## config.mk

```make
export PLATFORM = sky130hd
export DESIGN_NAME = general_timer_set
export DESIGN_NICKNAME = d
export VERILOG_FILES = /design/src/verilog/timer_set_pkg.sv /design/src/verilog/general_timer_set.sv
export VERILOG_INCLUDE_DIRS = /design/src /design/src/verilog
export SDC_FILE = /design/constraint.sdc
export NUM_CORES = 1
export LEC_CHECK = 0
export BUFFER_PORTS_ARGS = -buffer_cell sky130_fd_sc_hd__buf_2
export CORE_AREA = 2 2 158 160
export CTS_BUF_LIST = sky130_fd_sc_hd__clkbuf_16
export DETAILED_ROUTE_END_ITERATION = 7
export DIE_AREA = 0 0 160 162
export HOLD_SLACK_MARGIN = 0.1
export PLACE_DENSITY = 0.79
export RECOVER_POWER = 100
export SKIP_CTS_REPAIR_TIMING = 1
export SYNTH_ARGS = -nofsm -noshare
export SYNTH_HDL_FRONTEND = slang
export SYNTH_SLANG_ARGS = --single-unit
export TNS_END_PERCENT = 10
```

## constraint.sdc

```tcl
create_clock -name aclk -period 4.4 [get_ports aclk]
set_clock_uncertainty 0.2 [all_clocks]
set_input_delay 0.44 -clock aclk [delete_from_list [all_inputs] [get_ports aclk]]
set_output_delay 0.44 -clock aclk [all_outputs]
set_load 0.01 [all_outputs]
```

## src/verilog/timer_set_consts.svh

```systemverilog
// register indices, field positions and fixed counts of the timer set
`ifndef TIMER_SET_CONSTS_SVH
`define TIMER_SET_CONSTS_SVH
// register indices; byte address is four times the index
`define IX_BTCTL  6'h00
`define IX_BTMODE 6'h01
`define IX_CKC    6'h02
`define IX_A_LO   6'h03
`define IX_A_HI   6'h04
`define IX_B_LO   6'h05
`define IX_B_HI   6'h06
`define IX_C_CTL  6'h07
`define IX_C_LO   6'h08
`define IX_C_HI   6'h09
`define IX_C_RL   6'h0a
`define IX_C_RH   6'h0b
`define IX_CAP0L  6'h0c
`define IX_CAP2H  6'h11
`define IX_D_CTL  6'h12
`define IX_D_RL   6'h13
`define IX_D_RH   6'h14
`define IX_IEN    6'h15
// basic_timer_control bits
`define TC_RUN_A  4
`define TC_TF_A   5
`define TC_RUN_B  6
`define TC_TF_B   7
// basic_timer_mode_reg fields
`define MD_A_LSB  0
`define MD_A_CT   2
`define MD_B_LSB  4
`define MD_B_CT   6
// clock_control_reg bits
`define CK_A_TOG  1
`define CK_B_TOG  2
`define CK_A_SYS  3
`define CK_B_SYS  4
// timer_c_control bits
`define C_CMP     0
`define C_RUN     2
`define C_PS_LSB  4
`define C_TF      7
// timer_d_control bits
`define D_PS_LSB  0
`define D_RUN     3
`define D_TF      4
// extended_irq_enable_reg bits
`define IE_A      0
`define IE_D      1
`define IE_B      2
`define IE_C      3
// fixed counts and answers
`define DIV12_LAST 4'hb
`define MODE_SPLIT 2'h3
`define RESP_OKAY  2'h0
`define RESP_SLVERR 2'h2
`endif

```

## src/verilog/timer_set_pkg.sv

```systemverilog
// types shared by the timer set and its bench
package timer_set_pkg;
	typedef struct packed {
		logic [7:0]  awaddr;
		logic        awvalid;
		logic [31:0] wdata;
		logic [3:0]  wstrb;
		logic        wvalid;
		logic        bready;
		logic [7:0]  araddr;
		logic        arvalid;
		logic        rready;
	} axi_req_type;
	typedef struct packed {
		logic        awready;
		logic        wready;
		logic        bvalid;
		logic [1:0]  bresp;
		logic        arready;
		logic        rvalid;
		logic [31:0] rdata;
		logic [1:0]  rresp;
	} axi_rsp_type;
	typedef struct packed {
		logic [2:0] cap;
		logic       b;
		logic       a;
	} pins_in_type;
	typedef struct packed {
		logic a_out;
		logic a_oe;
		logic b_out;
		logic b_oe;
	} pins_out_type;
	typedef struct packed {
		axi_rsp_type        rsp;
		pins_out_type       pins;
		logic               aw_got;
		logic               w_got;
		logic [5:0]         aw_idx;
		logic [7:0]         wbyte;
		logic               wstb;
		logic [4:0]         s1;
		logic [4:0]         s2;
		logic [4:0]         s3;
		logic [4:0]         lvl;
		logic [7:0]         btctl;
		logic [7:0]         btmode;
		logic [7:0]         ckc;
		logic [15:0]        a_cnt;
		logic [15:0]        b_cnt;
		logic [7:0]         c_ctl;
		logic [15:0]        c_cnt;
		logic [15:0]        c_rl;
		logic [2:0][15:0]   cap;
		logic [7:0]         d_ctl;
		logic [15:0]        d_cnt;
		logic [15:0]        d_rl;
		logic [7:0]         ien;
		logic [3:0]         div12;
		logic [6:0]         pre_c;
		logic [6:0]         pre_d;
		logic [3:0]         irq;
		logic               baud_tick;
	} state_type;
endpackage

```

## src/verilog/general_timer_set.sv

```systemverilog
// four general timers with an axi4-lite register slave
`include "timer_set_consts.svh"
module general_timer_set (
	// clock and reset
	input  wire logic                       aclk,
	input  wire logic                       aresetn,
	// register bus
	input  wire timer_set_pkg::axi_req_type s_axi_req,
	output      timer_set_pkg::axi_rsp_type s_axi_rsp,
	// pins
	input  wire timer_set_pkg::pins_in_type pins_in,
	output      timer_set_pkg::pins_out_type pins_out,
	// service entry (a, b, c, d) and requests
	input  wire logic [3:0]                 isr_enter,
	output      logic [3:0]                 irq,
	output      logic                       baud_tick
);
	import timer_set_pkg::*;

	state_type   r;
	state_type   n;
	logic        wr_en;
	logic        tick12;
	logic        tick_a;
	logic        tick_b;
	logic        tick_c;
	logic        tick_d;
	logic        ovf_a;
	logic        ovf_b;
	logic        ovf_ah;
	logic        ovf_d;
	logic        set_c;
	logic [4:0]  stab;
	logic [4:0]  fall;
	logic [4:0]  rise;
	logic [5:0]  ridx;
	logic [7:0]  rbyte;
	logic [2:0]  cap_sel;

	// word index of a byte address
	function automatic logic [5:0] reg_index(input logic [7:0] addr);
		reg_index = addr[7:2];
	endfunction

	// prescaler hit for ratios 1..128
	function automatic logic pre_hit(input logic [6:0] cnt,
		input logic [2:0] ps);
		logic [6:0] mask;
		mask = 7'((8'h01 << ps) - 8'h01);
		pre_hit = (cnt & mask) == mask;
	endfunction

	// one count step of a basic unit: {overflow, count}
	function automatic logic [16:0] basic_step(input logic [1:0] mode,
		input logic [15:0] cnt);
		logic [13:0] c13;
		logic [8:0]  c8;
		basic_step = {1'b0, cnt};
		c13 = {1'b0, cnt[15:8], cnt[4:0]} + 14'h1;
		c8 = {1'b0, cnt[7:0]} + 9'h1;
		case (mode)
			2'h0: basic_step = {c13[13], c13[12:5], cnt[7:5], c13[4:0]};
			2'h1: basic_step = {1'b0, cnt} + 17'h1;
			2'h2: basic_step = {c8[8], cnt[15:8],
				c8[8] ? cnt[15:8] : c8[7:0]};
			default: basic_step = {c8[8], cnt[15:8], c8[7:0]};
		endcase
	endfunction

	// next state of all timers and the bus slave
	always_comb begin
		n = r;
		ovf_a = 1'b0;
		ovf_b = 1'b0;
		ovf_ah = 1'b0;
		ovf_d = 1'b0;
		set_c = 1'b0;
		// pins pass three flops; a level counts once stages 2 and 3 agree
		n.s1 = pins_in;
		n.s2 = r.s1;
		n.s3 = r.s2;
		stab = ~(r.s2 ^ r.s3);
		n.lvl = (r.s3 & stab) | (r.lvl & ~stab);
		fall = r.lvl & ~n.lvl;
		rise = ~r.lvl & n.lvl;
		// divide-by-twelve tick shared by both basic units
		tick12 = r.div12 == `DIV12_LAST;
		n.div12 = tick12 ? 4'h0 : r.div12 + 4'h1;
		// basic unit a, counter or timer function
		tick_a = r.btctl[`TC_RUN_A] & (r.btmode[`MD_A_CT] ? fall[0] :
			(r.ckc[`CK_A_SYS] | tick12));
		if (tick_a)
			{ovf_a, n.a_cnt} = basic_step(r.btmode[`MD_A_LSB +: 2],
				r.a_cnt);
		// split mode: unit a high byte runs on unit b run and clock
		if (r.btmode[`MD_A_LSB +: 2] == `MODE_SPLIT && r.btctl[`TC_RUN_B] &&
			(r.ckc[`CK_B_SYS] | tick12))
			{ovf_ah, n.a_cnt[15:8]} = {1'b0, r.a_cnt[15:8]} + 9'h1;
		// basic unit b, halted in split mode
		tick_b = r.btctl[`TC_RUN_B] &
			(r.btmode[`MD_B_LSB +: 2] != `MODE_SPLIT) &
			(r.btmode[`MD_B_CT] ? fall[1] : (r.ckc[`CK_B_SYS] | tick12));
		if (tick_b)
			{ovf_b, n.b_cnt} = basic_step(r.btmode[`MD_B_LSB +: 2],
				r.b_cnt);
		// toggle outputs: high while enabled until an overflow inverts them
		n.pins.a_oe = r.ckc[`CK_A_TOG];
		n.pins.b_oe = r.ckc[`CK_B_TOG];
		if (!r.ckc[`CK_A_TOG])
			n.pins.a_out = 1'b1;
		else if (ovf_a)
			n.pins.a_out = ~r.pins.a_out;
		if (!r.ckc[`CK_B_TOG])
			n.pins.b_out = 1'b1;
		else if (ovf_b)
			n.pins.b_out = ~r.pins.b_out;
		// timer c: gated prescaler, compare or auto-reload
		n.pre_c = r.c_ctl[`C_RUN] ? r.pre_c + 7'h1 : 7'h0;
		tick_c = r.c_ctl[`C_RUN] &
			pre_hit(r.pre_c, r.c_ctl[`C_PS_LSB +: 3]);
		if (tick_c) begin
			n.c_cnt = r.c_cnt + 16'h1;
			if (r.c_ctl[`C_CMP]) begin
				set_c = r.c_cnt == r.c_rl;
			end else if (r.c_cnt == 16'hffff) begin
				n.c_cnt = r.c_rl;
				set_c = 1'b1;
			end
		end
		// captures latch the count on a rising capture input
		for (int k = 0; k < 3; k++) begin
			if (rise[2 + k])
				n.cap[k] = r.c_cnt;
		end
		// timer d: prescaled auto-reload, doubles as baud source
		n.pre_d = r.d_ctl[`D_RUN] ? r.pre_d + 7'h1 : 7'h0;
		tick_d = r.d_ctl[`D_RUN] &
			pre_hit(r.pre_d, r.d_ctl[`D_PS_LSB +: 3]);
		if (tick_d) begin
			ovf_d = r.d_cnt == 16'hffff;
			n.d_cnt = ovf_d ? r.d_rl : r.d_cnt + 16'h1;
		end
		n.baud_tick = ovf_d;
		// service entry clears flags before software and hardware act
		if (isr_enter[0])
			n.btctl[`TC_TF_A] = 1'b0;
		if (isr_enter[1])
			n.btctl[`TC_TF_B] = 1'b0;
		if (isr_enter[2])
			n.c_ctl[`C_TF] = 1'b0;
		if (isr_enter[3])
			n.d_ctl[`D_TF] = 1'b0;
		// register write; each count byte written on its own
		wr_en = r.aw_got & r.w_got & ~r.rsp.bvalid;
		if (wr_en && r.wstb) begin
			case (r.aw_idx)
				`IX_BTCTL:  n.btctl = r.wbyte;
				`IX_BTMODE: n.btmode = r.wbyte;
				`IX_CKC:    n.ckc = r.wbyte;
				`IX_A_LO:   n.a_cnt[7:0] = r.wbyte;
				`IX_A_HI:   n.a_cnt[15:8] = r.wbyte;
				`IX_B_LO:   n.b_cnt[7:0] = r.wbyte;
				`IX_B_HI:   n.b_cnt[15:8] = r.wbyte;
				`IX_C_CTL:  n.c_ctl = r.wbyte;
				`IX_C_LO:   n.c_cnt[7:0] = r.wbyte;
				`IX_C_HI:   n.c_cnt[15:8] = r.wbyte;
				`IX_C_RL:   n.c_rl[7:0] = r.wbyte;
				`IX_C_RH:   n.c_rl[15:8] = r.wbyte;
				`IX_D_CTL:  n.d_ctl = r.wbyte;
				`IX_D_RL:   n.d_rl[7:0] = r.wbyte;
				`IX_D_RH:   n.d_rl[15:8] = r.wbyte;
				`IX_IEN:    n.ien = r.wbyte;
				default:    n.ien = n.ien;
			endcase
		end
		// hardware sets win over any clear in the same cycle
		n.btctl[`TC_TF_A] = n.btctl[`TC_TF_A] | ovf_a;
		n.btctl[`TC_TF_B] = n.btctl[`TC_TF_B] | ovf_b | ovf_ah;
		n.c_ctl[`C_TF] = n.c_ctl[`C_TF] | set_c;
		n.d_ctl[`D_TF] = n.d_ctl[`D_TF] | ovf_d;
		// interrupt requests follow flag and enable
		n.irq[0] = n.btctl[`TC_TF_A] & n.ien[`IE_A];
		n.irq[1] = n.btctl[`TC_TF_B] & n.ien[`IE_B];
		n.irq[2] = n.c_ctl[`C_TF] & n.ien[`IE_C];
		n.irq[3] = n.d_ctl[`D_TF] & n.ien[`IE_D];
		// write channels: address and data in either order
		if (s_axi_req.awvalid && r.rsp.awready) begin
			n.aw_got = 1'b1;
			n.aw_idx = reg_index(s_axi_req.awaddr);
		end
		if (s_axi_req.wvalid && r.rsp.wready) begin
			n.w_got = 1'b1;
			n.wbyte = s_axi_req.wdata[7:0];
			n.wstb = s_axi_req.wstrb[0];
		end
		if (wr_en) begin
			n.aw_got = 1'b0;
			n.w_got = 1'b0;
			n.rsp.bvalid = 1'b1;
			n.rsp.bresp = (r.aw_idx <= `IX_IEN) ? `RESP_OKAY : `RESP_SLVERR;
		end else if (r.rsp.bvalid && s_axi_req.bready) begin
			n.rsp.bvalid = 1'b0;
		end
		n.rsp.awready = ~n.aw_got & ~n.rsp.bvalid;
		n.rsp.wready = ~n.w_got & ~n.rsp.bvalid;
		// read channel
		ridx = reg_index(s_axi_req.araddr);
		case (ridx)
			`IX_BTCTL:  rbyte = r.btctl;
			`IX_BTMODE: rbyte = r.btmode;
			`IX_CKC:    rbyte = r.ckc;
			`IX_A_LO:   rbyte = r.a_cnt[7:0];
			`IX_A_HI:   rbyte = r.a_cnt[15:8];
			`IX_B_LO:   rbyte = r.b_cnt[7:0];
			`IX_B_HI:   rbyte = r.b_cnt[15:8];
			`IX_C_CTL:  rbyte = r.c_ctl;
			`IX_C_LO:   rbyte = r.c_cnt[7:0];
			`IX_C_HI:   rbyte = r.c_cnt[15:8];
			`IX_C_RL:   rbyte = r.c_rl[7:0];
			`IX_C_RH:   rbyte = r.c_rl[15:8];
			`IX_D_CTL:  rbyte = r.d_ctl;
			`IX_D_RL:   rbyte = r.d_rl[7:0];
			`IX_D_RH:   rbyte = r.d_rl[15:8];
			`IX_IEN:    rbyte = r.ien;
			default:    rbyte = 8'h00;
		endcase
		// capture pairs: low byte at an even distance from the first index
		cap_sel = 3'(ridx - `IX_CAP0L);
		if (ridx >= `IX_CAP0L && ridx <= `IX_CAP2H) begin
			rbyte = cap_sel[0] ? r.cap[cap_sel[2:1]][15:8] :
				r.cap[cap_sel[2:1]][7:0];
		end
		if (s_axi_req.arvalid && r.rsp.arready) begin
			n.rsp.rvalid = 1'b1;
			n.rsp.rdata = {24'h0, rbyte};
			n.rsp.rresp = (ridx <= `IX_IEN) ? `RESP_OKAY : `RESP_SLVERR;
		end else if (r.rsp.rvalid && s_axi_req.rready) begin
			n.rsp.rvalid = 1'b0;
		end
		n.rsp.arready = ~n.rsp.rvalid;
	end

	// state register
	always_ff @(posedge aclk) begin
		if (!aresetn)
			r <= '0;
		else
			r <= n;
	end

	// outputs straight from the state register
	assign s_axi_rsp = r.rsp;
	assign pins_out = r.pins;
	assign irq = r.irq;
	assign baud_tick = r.baud_tick;
endmodule

```

Word level (Yosys, flattened, before mapping) --
Index checks and enable logic that the tools add are counted.
Word-level totals: bits of input ports 68, register bits after elaboration 273, logic and storage cells 238
Operators by class: shift-type cells 2, mux-type cells 59, eq/ne operators 44, $add $sub $neg 15, order comparisons 5, reductions and logical operators 26, bitwise logic cells 40
Operator list (number):
- $mux W8 | 17
- $pmux W8 S16 | 1
- $mux W16 | 7
- $pmux W17 S3 | 2
- $mux W96 | 1
- $eq A6 B3 Y1 const B | 8
- $eq A6 B4 Y1 const B | 8
- $eq A6 B5 Y1 const B | 8
- $add A16 B1 Y17 const B | 2
- $add A16 B1 Y16 const B | 2
- $bmux W16 S2 | 1
- $eq A16 B16 Y1 const B | 2
- $add A13 B1 Y14 const B | 2
- $add A8 B1 Y9 const B | 3
- $eq A6 B2 Y1 const B | 4
- $reduce_and A2 Y1 | 12
- $mux W1 | 23
- $le A6 B5 Y1 const B | 3
- $eq A16 B16 Y1 | 1
- $and A5 B5 Y5 | 3
- $not A5 Y5 | 3
- $add A7 B1 Y7 const B | 2
- $and A7 B7 Y7 | 2
- $eq A7 B7 Y1 | 2
- 26 further kinds | 72

Depth between registers and ports, before layout --
Gate-level depths: netlist (run 1).
word-level depth 16, depth in mapped cells 12, mapped depth without buffers 9

Worst setup path before layout (run 1) --
No wires, ideal clock.
path type reg2reg, start point register r[64] (netlist name), end point register r[50] (netlist name), buffers on the path 3, arrival time 2324 ps, slack 1760 ps, cell stages (with the launch flop) 12, clock period less this slack 2640 ps, path through dfxtp_1 > clkbuf_1 > or3_1 > ha_1 > and2_0 > o21ai_0 > a21oi_1 > a211oi_1 > buf_2 > buf_2 > o21ai_0 > a31o_2
On the way: word-level cells in the longest chain between the ends 5
Ends and longest elaborated chain:
- start: declaration | RTL line general_timer_set.sv:20 | state_type r;
- start signal: assignment | RTL line general_timer_set.sv:248 | r <= n;
- $shl A1 B3 Y7 (*) | RTL line general_timer_set.sv:49 | mask = 7'((8'h01 << ps) - 8'h01);
- $sub A7 B1 Y7 (*) | RTL line general_timer_set.sv:49
- $and A7 B7 Y7 | RTL line general_timer_set.sv:50 | pre_hit = (cnt & mask) == mask;
- $eq A7 B7 Y1 (*) | RTL line general_timer_set.sv:50
- $and A1 B1 Y1 (*) | RTL line general_timer_set.sv:137 | tick_d = r.d_ctl[`D_RUN] &
Mark *: on every way between the ends. The rest lies on a longest branch, timed or not. A chain may end at the register's enable or synchronous reset.

Worst setup path after layout (run 1) --
start point register r[250] (netlist name), end point register r, in the netlist irq[3]
On the way: word-level cells in the longest chain between the ends 6
Ends and longest elaborated chain:
- $and A1 B1 Y1 (*) (2 in series) | RTL line general_timer_set.sv:154 | wr_en = r.aw_got & r.w_got & ~r.rsp.bvalid;
- $logic_and A1 B1 Y1 (*) | RTL line general_timer_set.sv:155 | if (wr_en && r.wstb) begin
- $mux W5 | RTL line general_timer_set.sv:155
- $or A1 B1 Y1 | RTL line general_timer_set.sv:180 | n.d_ctl[`D_TF] = n.d_ctl[`D_TF] | ovf_d;
- $and A1 B1 Y1 (*) | RTL line general_timer_set.sv:185 | n.irq[3] = n.d_ctl[`D_TF] & n.ien[`IE_D];
Marks and branches as above.

==> flow_metrics.py, run 1 <==
metrics = {
    "outcome": {
        "status": "finished, violations left",
        "violations": "capacitance limit, slew limit",
    },
    "power": {
        "power_frac_comb": 0.045,
        "pwr_density_cell_nw_per_um2": 336,
        "power.switching_uw": 1230,
        "seqPwrFrac": 0.488,
        "leakage_uw": 0.00523,
        "intPower_uw": 3940,
        "p_sw_frac": 0.238,
        "irDropWorstVdd_mv": 0.271,
        "power_uw": 5170,
        "power_frac_clock": 0.467,
    },
    "logic_synthesis": {
        "synth_top_area_share": 0.379,
        "synth_cell_type_count": 85,
        "synth_edf_count": 0,
        "ys_seq_area_frac": 0.379,
        "synth_cells": 1814,
        "netlist_area_sq_um": 14300,
        "synth.area.top_cells": "dfxtp_1, nand2_1, a21oi_1",
        "ys.flop_type": "dfxtp_1",
        "ys_warn_count": 0,
        "async_flop_share": 0,
        "ys_ff_latch": 271,
        "synth.avg_cell_area_sq_um": 7.88,
        "synth_top_cell_by_area": "dfxtp_1",
    },
    "clocking": {
        "h-tree-depth": 1,
        "clkSinkCount": 271,
        "cts_tree": "built",
        "clockRootBuffer": "clkbuf_16",
        "cts_buffers": 30,
        "clk_latency_ps": 560,
        "clk_path_buf_depth": 3,
        "clkSlewWorstSetupHoldPaths_ps": 60,
    },
    "route": {
        "drcViolationCount": 0,
        "drtIter0Drc": 1696,
        "dr_total_vias": 13500,
        "routed_wl_mm": 42.2,
        "wl_per_cell_um": 19.8,
        "first_pass_iters": 6,
        "ant_nets": 0,
        "viasPerCell": 6.33,
    },
    "critical_path": {
        "cp-endpoint": "irq[3]",
        "path_buf_inv": 0,
        "worst_ep_required_time_ps": 4580,
        "cp-startpoint": "r[250]",
        "start_kind": "flip-flop",
        "cpMostUsedCell": "nor3_1",
        "timing.rr.end": "irq[3]",
        "crit_family": "simple AND/OR/NAND/NOR gates",
        "end_kind": "flip-flop",
        "rr_worst_depth": 6,
        "cp_max_fo": 14,
        "reg2reg_from": "r[250]",
        "crit_cells": 6,
        "arrival_ps": 3830,
        "slowest_delay_ps": 1530,
        "critPathKind": "flip-flop to flip-flop",
        "cp_slowest_cell": "nor3_1",
        "crit_chain": "and3b_1, nand3_1, nor3_1, mux2_2, a21oi_1, nor3_1",
        "r2r_slack_ps": 750,
    },
    "sta": {
        "fmax_ghz": 0.274,
        "period_minus_slack_ps": 3650,
        "hold_viol_final": 0,
        "rsz0062_at_grt": "false",
        "worst_pin_slew_ps": 2010,
        "setup_viol": 0,
        "maxSlewHeadroom": -0.350,
        "hold_slack_ps": 112,
        "slew_violations": 152,
        "period_share": 0.830,
        "finalSetupTns_ps": 0,
    },
    "global_route": {
        "grt_pass1_vias": 11800,
        "track_usage": 0.312,
        "grt_max_degree": 114,
        "grt_pass1_wl_mm": 65.3,
        "overflow": 0,
        "antenna_found_initial": 0,
    },
    "die": {
        "initial_core_util": 0.593,
        "fp.dieW_um": 160,
        "rows": 57,
        "io_pins": 118,
        "core_sq_um": 24100,
        "fp.dieArea_sq_um": 25900,
        "die_height_um": 162,
    },
    "place": {
        "post-place-cells": 2050,
        "dpl.hpwl_mm": 28.6,
        "place.gp.congestion": 0.960,
        "io_buffers": 60,
    },
    "finish": {
        "final_cell_count_no_fill": 2133,
        "area_delta_synth_final_pct": 7.73,
        "layout-drive-gt1-share": 0.0641,
        "antenna_cells": 0,
        "final_nets": 1866,
    },
    "min_path": {
        "whs_path_depth": 4,
        "hold_path_class": "input pin to flip-flop",
    },
    "run": {
        "cap_violations": 5,
    },
}
per-stage QoR:
| step | utilization | instance area [sq um] | setup slack [ps] |
|---|---|---|---|
| after floorplan | - | 14400 | 1760 |
| after global placement | 0.592 | 14300 | 1430 |
| after detailed placement | 0.592 | 14300 | 1400 |
| after CTS | 0.631 | 15200 | 1380 |
| after global routing | 0.639 | 15400 | 619 |
| final | 0.639 | 15400 | 749 |
layout by cell type, fill, tap and decap left out, drive strengths merged, types with 8 or more instances in the layout:
| cell | synthesis | final |
|---|---|---|
| a211oi | 27 | 27 |
| a21oi | 183 | 183 |
| a221oi | 14 | 14 |
| a22oi | 33 | 33 |
| a31oi | 29 | 29 |
| and2 | 29 | 29 |
| and3 | 34 | 34 |
| buf | 78 | 42 |
| clkbuf | 108 | 62 |
| clkinv | 0 | 10 |
| conb | 1 | 26 |
| dfxtp | 271 | 271 |
| dlygate4sd3 | 0 | 30 |
| ha | 10 | 10 |
| inv | 18 | 23 |
| mux2i | 78 | 78 |
| nand2 | 277 | 277 |
| nand2b | 15 | 15 |
| nand3 | 76 | 76 |
| nand4 | 34 | 34 |
| nor2 | 150 | 150 |
| nor2b | 13 | 13 |
| nor3 | 37 | 37 |
| nor4 | 18 | 18 |
| o21ai | 84 | 84 |
| o22ai | 8 | 8 |
| or3 | 10 | 10 |
| xnor2 | 29 | 29 |
| xor2 | 9 | 9 |
area by class of cell:
cell class,count,area (sq um)
fill,2143,8700
clock inverter,22,165
multi-input combinational,1364,7910
timing repair buffer,103,648
sequential,271,5430
inverter,18,72.6
tap,324,405
clock buffer,31,776
cell usage after synthesis, types with 8 or more instances:
library cell / number
a211oi_1: 26
a21oi_1: 183
a221oi_1: 14
a22oi_1: 33
a31oi_1: 29
and2_1: 27
and3_1: 34
buf_2: 18
buf_4: 51
clkbuf_1: 105
dfxtp_1: 271
ha_1: 10
inv_1: 18
mux2i_1: 78
nand2_1: 277
nand2b_1: 15
nand3_1: 76
nand4_1: 33
nor2_1: 149
nor2b_1: 13
nor3_1: 30
nor4_1: 17
o21ai_0: 83
o22ai_1: 8
or3_1: 9
xnor2_1: 29
xor2_1: 9
per-layer routing:
layer | GRT usage | vias to the layer above | share of wire
met4 | 0.0983 | 0 | 0.029
met3 | 0.0516 | 80 | 0.11
met2 | 0.481 | 734 | 0.44
met5 | 0 | - | 0
li1 | - | 6373 | -
met1 | 0.449 | 6315 | 0.42
worst min path at each step:
| stage | to | start |
|---|---|---|
| CTS | n[227] | pins_in[2] |
| floorplan | s_axi_rsp[40] | r[251] |
| finish | s_axi_rsp[38] | s_axi_req[10] |
| detailed placement | n[224] | n[229] |
| global placement | n[222] | n[227] |
| global route | s_axi_rsp[38] | s_axi_req[10] |
power by group through the flow:
stage / clock network, uW / logic (uW) / registers, uW
floorplan: 0 / 184 / 2550
global placement: 0 / 208 / 2580
detailed placement: 0 / 211 / 2580
CTS: 2430 / 212 / 2520
global route: 2530 / 253 / 2530
finish: 2410 / 234 / 2520
cell families (layout without fill, tap and decap cells):
| family | after synthesis | count (layout) | synth area share |
|---|---|---|---|
| adder cells (fa/ha/maj) | 10 | 10 | 0.00875 |
| flip-flops | 271 | 271 | 0.379 |
| other | 1 | 26 | 0.000262 |
| AND/OR/NAND/NOR | 737 | 737 | 0.250 |
| XOR/XNOR | 38 | 38 | 0.0233 |
| buffers and inverters | 204 | 174 | 0.0698 |
| multiplexers | 88 | 88 | 0.0648 |
| AO/OA/AOI/OAI | 465 | 465 | 0.204 |
state kept, by name, indices dropped and copies added (netlist names):
register / count
baud_tick: 1
irq: 4
n: 12
pins_out: 4
r: 235
s_axi_rsp: 15
tightest hold or removal path, cell delays in order:
cell	delay, ps
buf_2	70
nand2b_1	110
nor2b_1	150
nor2_1	50
Note: power is estimated with default switching activity, not from simulation.
==> run 2, diff against run 1 <==
==> constraint.sdc (replaced) <==
create_clock -name aclk -period 3.4 [get_ports aclk]
set_clock_uncertainty 0.2 [all_clocks]
set_input_delay 0.34 -clock aclk [delete_from_list [all_inputs] [get_ports aclk]]
set_output_delay 0.34 -clock aclk [all_outputs]
set_load 0.01 [all_outputs]
==> run 2 against run 1 <==
Against the previous run: largest power group unchanged; wire length rose by 5.3%; sequential cell count did not move; clock-buffer cell count fell by 1; the flow still finishes with violations (capacitance limit, slew limit); critical path depth did not move; core utilization rose by 1.6 points; clock power rose by 34%; register-to-register slack got worse by 450 ps; sequential share of layout area fell by 0.85 points.
==> flow_metrics.py, run 2 (synthesized netlist as in run 1, its figures left out) <==
metrics = {
    "die": {
        "rows": 57,
        "die_height_um": 162,
        "initial_core_util": 0.593,
        "fp.dieW_um": 160,
        "fp.dieArea_sq_um": 25900,
        "core_sq_um": 24100,
        "io_pins": 118,
    },
    "global_route": {
        "grt_pass1_vias": 12500,
        "track_usage": 0.327,
        "overflow": 0,
        "grt_max_degree": 84,
        "antenna_found_initial": 1,
        "grt_pass1_wl_mm": 68.3,
    },
    "power": {
        "intPower_uw": 5220,
        "leakage_uw": 0.00550,
        "pwr_density_cell_nw_per_um2": 432,
        "irDropWorstVdd_mv": 0.395,
        "seqPwrFrac": 0.479,
        "power_frac_clock": 0.472,
        "power_frac_comb": 0.049,
        "power.switching_uw": 1590,
        "p_sw_frac": 0.234,
    },
    "finish": {
        "antenna_cells": 0,
        "top_register": "r",
        "final_nets": 1903,
        "final_cell_area_sq_um": 15800,
        "layout-drive-gt1-share": 0.0850,
        "area_delta_synth_final_pct": 10.4,
        "mostFrequentLayoutCell": "nand2_1",
        "final_cell_mix": "nand2_1, dfxtp_1, a21oi_1",
        "final_util": 0.655,
        "largest_register_ffs": 235,
        "final_cell_count_no_fill": 2170,
    },
    "sta": {
        "setup_viol": 0,
        "slew_violations": 146,
        "rsz0062_at_grt": "false",
        "hold_slack_ps": 81.0,
        "maxSlewHeadroom": -0.470,
        "worst_pin_slew_ps": 2200,
        "fmax_ghz": 0.322,
        "hold_viol_final": 0,
        "period_minus_slack_ps": 3100,
        "period_share": 0.912,
        "finalSetupTns_ps": 0,
    },
    "route": {
        "drtIter0Drc": 1630,
        "drcViolationCount": 0,
        "ant_nets": 0,
        "dr_total_vias": 13800,
        "routed_wl_mm": 44.5,
        "first_pass_iters": 6,
        "viasPerCell": 6.37,
        "wl_per_cell_um": 20.5,
    },
    "critical_path": {
        "arrival_ps": 3400,
        "worst_ep_required_time_ps": 3700,
        "cp_max_fo": 83,
        "end_kind": "flip-flop",
        "critPathKind": "input pin to flip-flop",
        "start_kind": "input pin",
    },
    "clocking": {
        "clk_path_buf_depth": 3,
        "clkSlewWorstSetupHoldPaths_ps": 60,
        "clockRootBuffer": "clkbuf_16",
        "cts_buffers": 30,
        "clkSinkCount": 271,
        "clk_latency_ps": 570,
        "cts_tree": "built",
        "h-tree-depth": 1,
    },
    "run": {
        "cap_violations": 2,
    },
    "place": {
        "io_buffers": 60,
        "dpl.hpwl_mm": 29.9,
        "post-place-cells": 2083,
        "placed_area_sq_um": 14600,
        "place.gp.congestion": 0.936,
    },
    "outcome": {
        "violations": "capacitance limit, slew limit",
        "status": "finished, violations left",
    },
    "min_path": {
        "hold_path_class": "input pin to flip-flop",
    },
}
[run 2: cell count changes in the layout (fill, tap and decap cells not counted), moves of 4 or more]
cell	previous run	this run
nor3_1	35	31
dlygate4sd3_1	30	34
clkbuf_1	30	26
inv_1	22	29
nor3_2	1	5
buf_4	8	39
clkinvlp_4	5	0
[run 2: critical path, stage by stage]
cell           delay [ps]
dlygate4sd3_1         540
buf_2                 120
clkbuf_2             1310
o21ai_0               270
a21oi_1               210
dlygate4sd3_1         560
[run 2: path summary, 6_finish.rpt]
check	start	slack, ps	end	cells past startpoint
worst max register to register	r[136]	300	irq[2]	8
worst max-delay path	aresetn	300	s_axi_rsp[1]	6
worst min register to register	n[226]	230	n[221]	1
worst min-delay path	s_axi_req[48]	80	r[251]	3
[run 2: cell type report]
cell class	instances	area [sq um]
clock buffers	30	751
clock inverters	23	216
fillers	2064	8320
inverters	18	67.6
multi-input cells	1364	7950
flip-flops and latches	271	5430
well taps	324	405
repair buffers	140	966
[run 2: metal layers]
| metal | up-vias | share of wire | GRT usage |
|---|---|---|---|
| li1 | 6447 | - | - |
| met1 | 6466 | 0.41 | 0.450 |
| met2 | 785 | 0.44 | 0.506 |
| met3 | 130 | 0.11 | 0.0692 |
| met4 | 0 | 0.040 | 0.127 |
| met5 | - | 0 | 0 |
[run 2: power groups by stage]
stage	clock, uW	combinational, uW	sequential, uW
3_5_place_dp	0	292	3330
6_report	3220	331	3260
5_1_grt	3370	353	3270
2_1_floorplan	0	238	3300
3_3_place_gp	0	288	3330
4_1_cts	3230	294	3260
[run 2: metrics by stage]
stage	power (uW)	worst slack (ps)
global placement	3620	570
CTS	6790	502
detailed placement	3620	526
floorplan	3530	760
global route	6990	162
finish	6810	298
==> run 3, diff against run 2 <==
--- a/config.mk
+++ b/config.mk
@@ -7,12 +7,11 @@
 export NUM_CORES = 1
 export LEC_CHECK = 0
 export BUFFER_PORTS_ARGS = -buffer_cell sky130_fd_sc_hd__buf_2
-export CORE_AREA = 2 2 158 160
+export CORE_AREA = 2 2 222 224
 export CTS_BUF_LIST = sky130_fd_sc_hd__clkbuf_16
 export DETAILED_ROUTE_END_ITERATION = 7
-export DIE_AREA = 0 0 160 162
+export DIE_AREA = 0 0 224 226
 export HOLD_SLACK_MARGIN = 0.1
-export PLACE_DENSITY = 0.79
 export RECOVER_POWER = 100
 export SKIP_CTS_REPAIR_TIMING = 1
 export SYNTH_ARGS = -nofsm -noshare
==> run 3 against run 2 <==
Against the previous run: the flow still finishes with violations (capacitance limit, slew limit); register-to-register slack improved by 140 ps; highest routed layer unchanged; clock power increased by 6%; clock-buffer cell count increased by 1; sequential share of layout area decreased by 0.84 points; sequential power about the same; sequential cell count unchanged; wire length increased by 4.8%; critical path type unchanged; fmax decreased by 0.23%.
==> flow_metrics.py, run 3 (synthesized netlist as in run 1, its figures left out) <==
metrics = {
    "run": {
        "cap_violations": 2,
    },
    "sta": {
        "rsz0062_at_grt": "false",
        "worst_pin_slew_ps": 2270,
        "maxSlewHeadroom": -0.517,
        "worst_slack_ps": 291,
        "slew_violations": 146,
        "period_share": 0.914,
        "fmax_ghz": 0.322,
        "setup_viol": 0,
        "hold_viol_final": 0,
        "period_minus_slack_ps": 3110,
        "finalSetupTns_ps": 0,
    },
    "route": {
        "wl_per_cell_um": 18.9,
        "drcViolationCount": 0,
        "viasPerCell": 5.51,
        "first_pass_iters": 5,
        "drtIter0Drc": 1300,
        "dr_total_vias": 13600,
        "ant_nets": 0,
        "routed_wl_mm": 46.6,
    },
    "place": {
        "dpl.hpwl_mm": 32.1,
        "dpl_worst_slack_ps": 603,
        "place.gp.congestion": 0.887,
        "io_buffers": 60,
        "post-place-cells": 2378,
    },
    "power": {
        "leakage_uw": 0.00547,
        "irDropWorstVdd_mv": 0.441,
        "pwr_density_cell_nw_per_um2": 434,
    },
    "global_route": {
        "grt_max_degree": 84,
        "overflow": 0,
        "grtUsageMet2": 0.274,
        "grt_pass1_vias": 12400,
        "grt_pass1_wl_mm": 71.7,
        "antenna_found_initial": 1,
        "met1_usage": 0.257,
        "grt_util_met3": 0.0226,
        "top_usage_layer": "met2",
        "track_usage": 0.177,
    },
    "clocking": {
        "cts_tree": "built",
        "clk_path_buf_depth": 3,
        "h-tree-depth": 1,
        "clk_latency_ps": 580,
        "clkSlewWorstSetupHoldPaths_ps": 60,
        "clockRootBuffer": "clkbuf_16",
        "cts_buffers": 31,
        "clkSinkCount": 271,
    },
    "critical_path": {
        "start_kind": "input pin",
        "slowest_delay_ps": 930,
        "crit_family": "simple AND/OR/NAND/NOR gates",
        "cp_max_fo": 9,
        "arrival_ps": 3400,
        "crit_chain": "dlygate4sd3_1, clkbuf_1, or4_1, nor3_1, a22oi_1, nand4_1, a21oi_1, a31oi_1",
        "critPathKind": "input pin to flip-flop",
        "worst_ep_required_time_ps": 3690,
        "cp_slowest_cell": "nor3_1",
        "path_buf_inv": 2,
        "end_kind": "flip-flop",
    },
    "finish": {
        "largest_register_ffs": 235,
        "mostFrequentLayoutCell": "nand2_1",
        "top_register": "r",
        "layout-drive-gt1-share": 0.0790,
        "final_cell_count_no_fill": 2470,
        "final_cell_mix": "nand2_1, dfxtp_1, a21oi_1",
        "final_nets": 1904,
        "antenna_cells": 0,
        "area_delta_synth_final_pct": 13.1,
    },
    "die": {
        "rows": 81,
        "die_height_um": 226,
        "core_sq_um": 48300,
        "fp.dieW_um": 224,
        "fp.dieArea_sq_um": 50600,
        "initial_core_util": 0.296,
        "io_pins": 118,
    },
    "outcome": {
        "violations": "capacitance limit, slew limit",
        "status": "finished, violations left",
    },
    "min_path": {
        "hold_path_class": "input pin to flip-flop",
    },
}
==> run 3: cell types whose count changed in the layout (fill, tap and decap cells not counted), moves of 4 or more <==
cell | before | now
buf_4 | 39 | 32
clkbuf_1 | 26 | 33
inv_1 | 29 | 23
clkinvlp_4 | 0 | 4
nor3_1 | 31 | 35
nor3_2 | 5 | 1
==> run 3: power by group <==
group / switching, uW / internal (uW) / total (uW)
logic: 211 / 116 / 327
clock network: 1390 / 2030 / 3420
registers: 60.5 / 3210 / 3270
total: 1660 / 5360 / 7020
==> run 3: worst paths after layout <==
| path | endpoint | slack [ps] | from | cells past startpoint |
|---|---|---|---|---|
| setup / recovery | s_axi_rsp[6] | 290 | s_axi_req[8] | 8 |
| hold / removal | r[236] | 60 | s_axi_req[11] | 4 |
| setup reg to reg | r[147] | 440 | r[157] | 10 |
| hold reg to reg | n[222] | 230 | n[227] | 1 |
==> run 3: area by class of cell <==
| cell class | instances | area [sq um] |
|---|---|---|
| clock buffers | 31 | 776 |
| clock inverters | 24 | 260 |
| fillers | 5018 | 32200 |
| inverters | 18 | 67.6 |
| multi-input cells | 1364 | 7920 |
| flip-flops and latches | 271 | 5430 |
| well taps | 622 | 778 |
| repair buffers | 140 | 955 |
==> run 3: stage by stage <==
stage	util	power (uW)	hold WS (ps)	area, sq um
final	0.335	7020	57.8	16200
after floorplan	-	3530	211	14400
after global placement	0.308	3630	217	14900
after detailed placement	0.308	3640	220	14900
after global routing	0.335	7250	102	16200
after CTS	0.330	7050	-250	15900
==> run 3: layer usage <==
layer	vias to the layer above	share of wire
li1	6440	-
met1	6446	0.45
met2	618	0.44
met3	103	0.089
met4	0	0.030
met5	-	0
==> run 3: tightest hold or removal path, cell delays in order <==
cell,delay [ps]
buf_2,80
nand2_1,180
nand2_1,120
a21oi_1,60
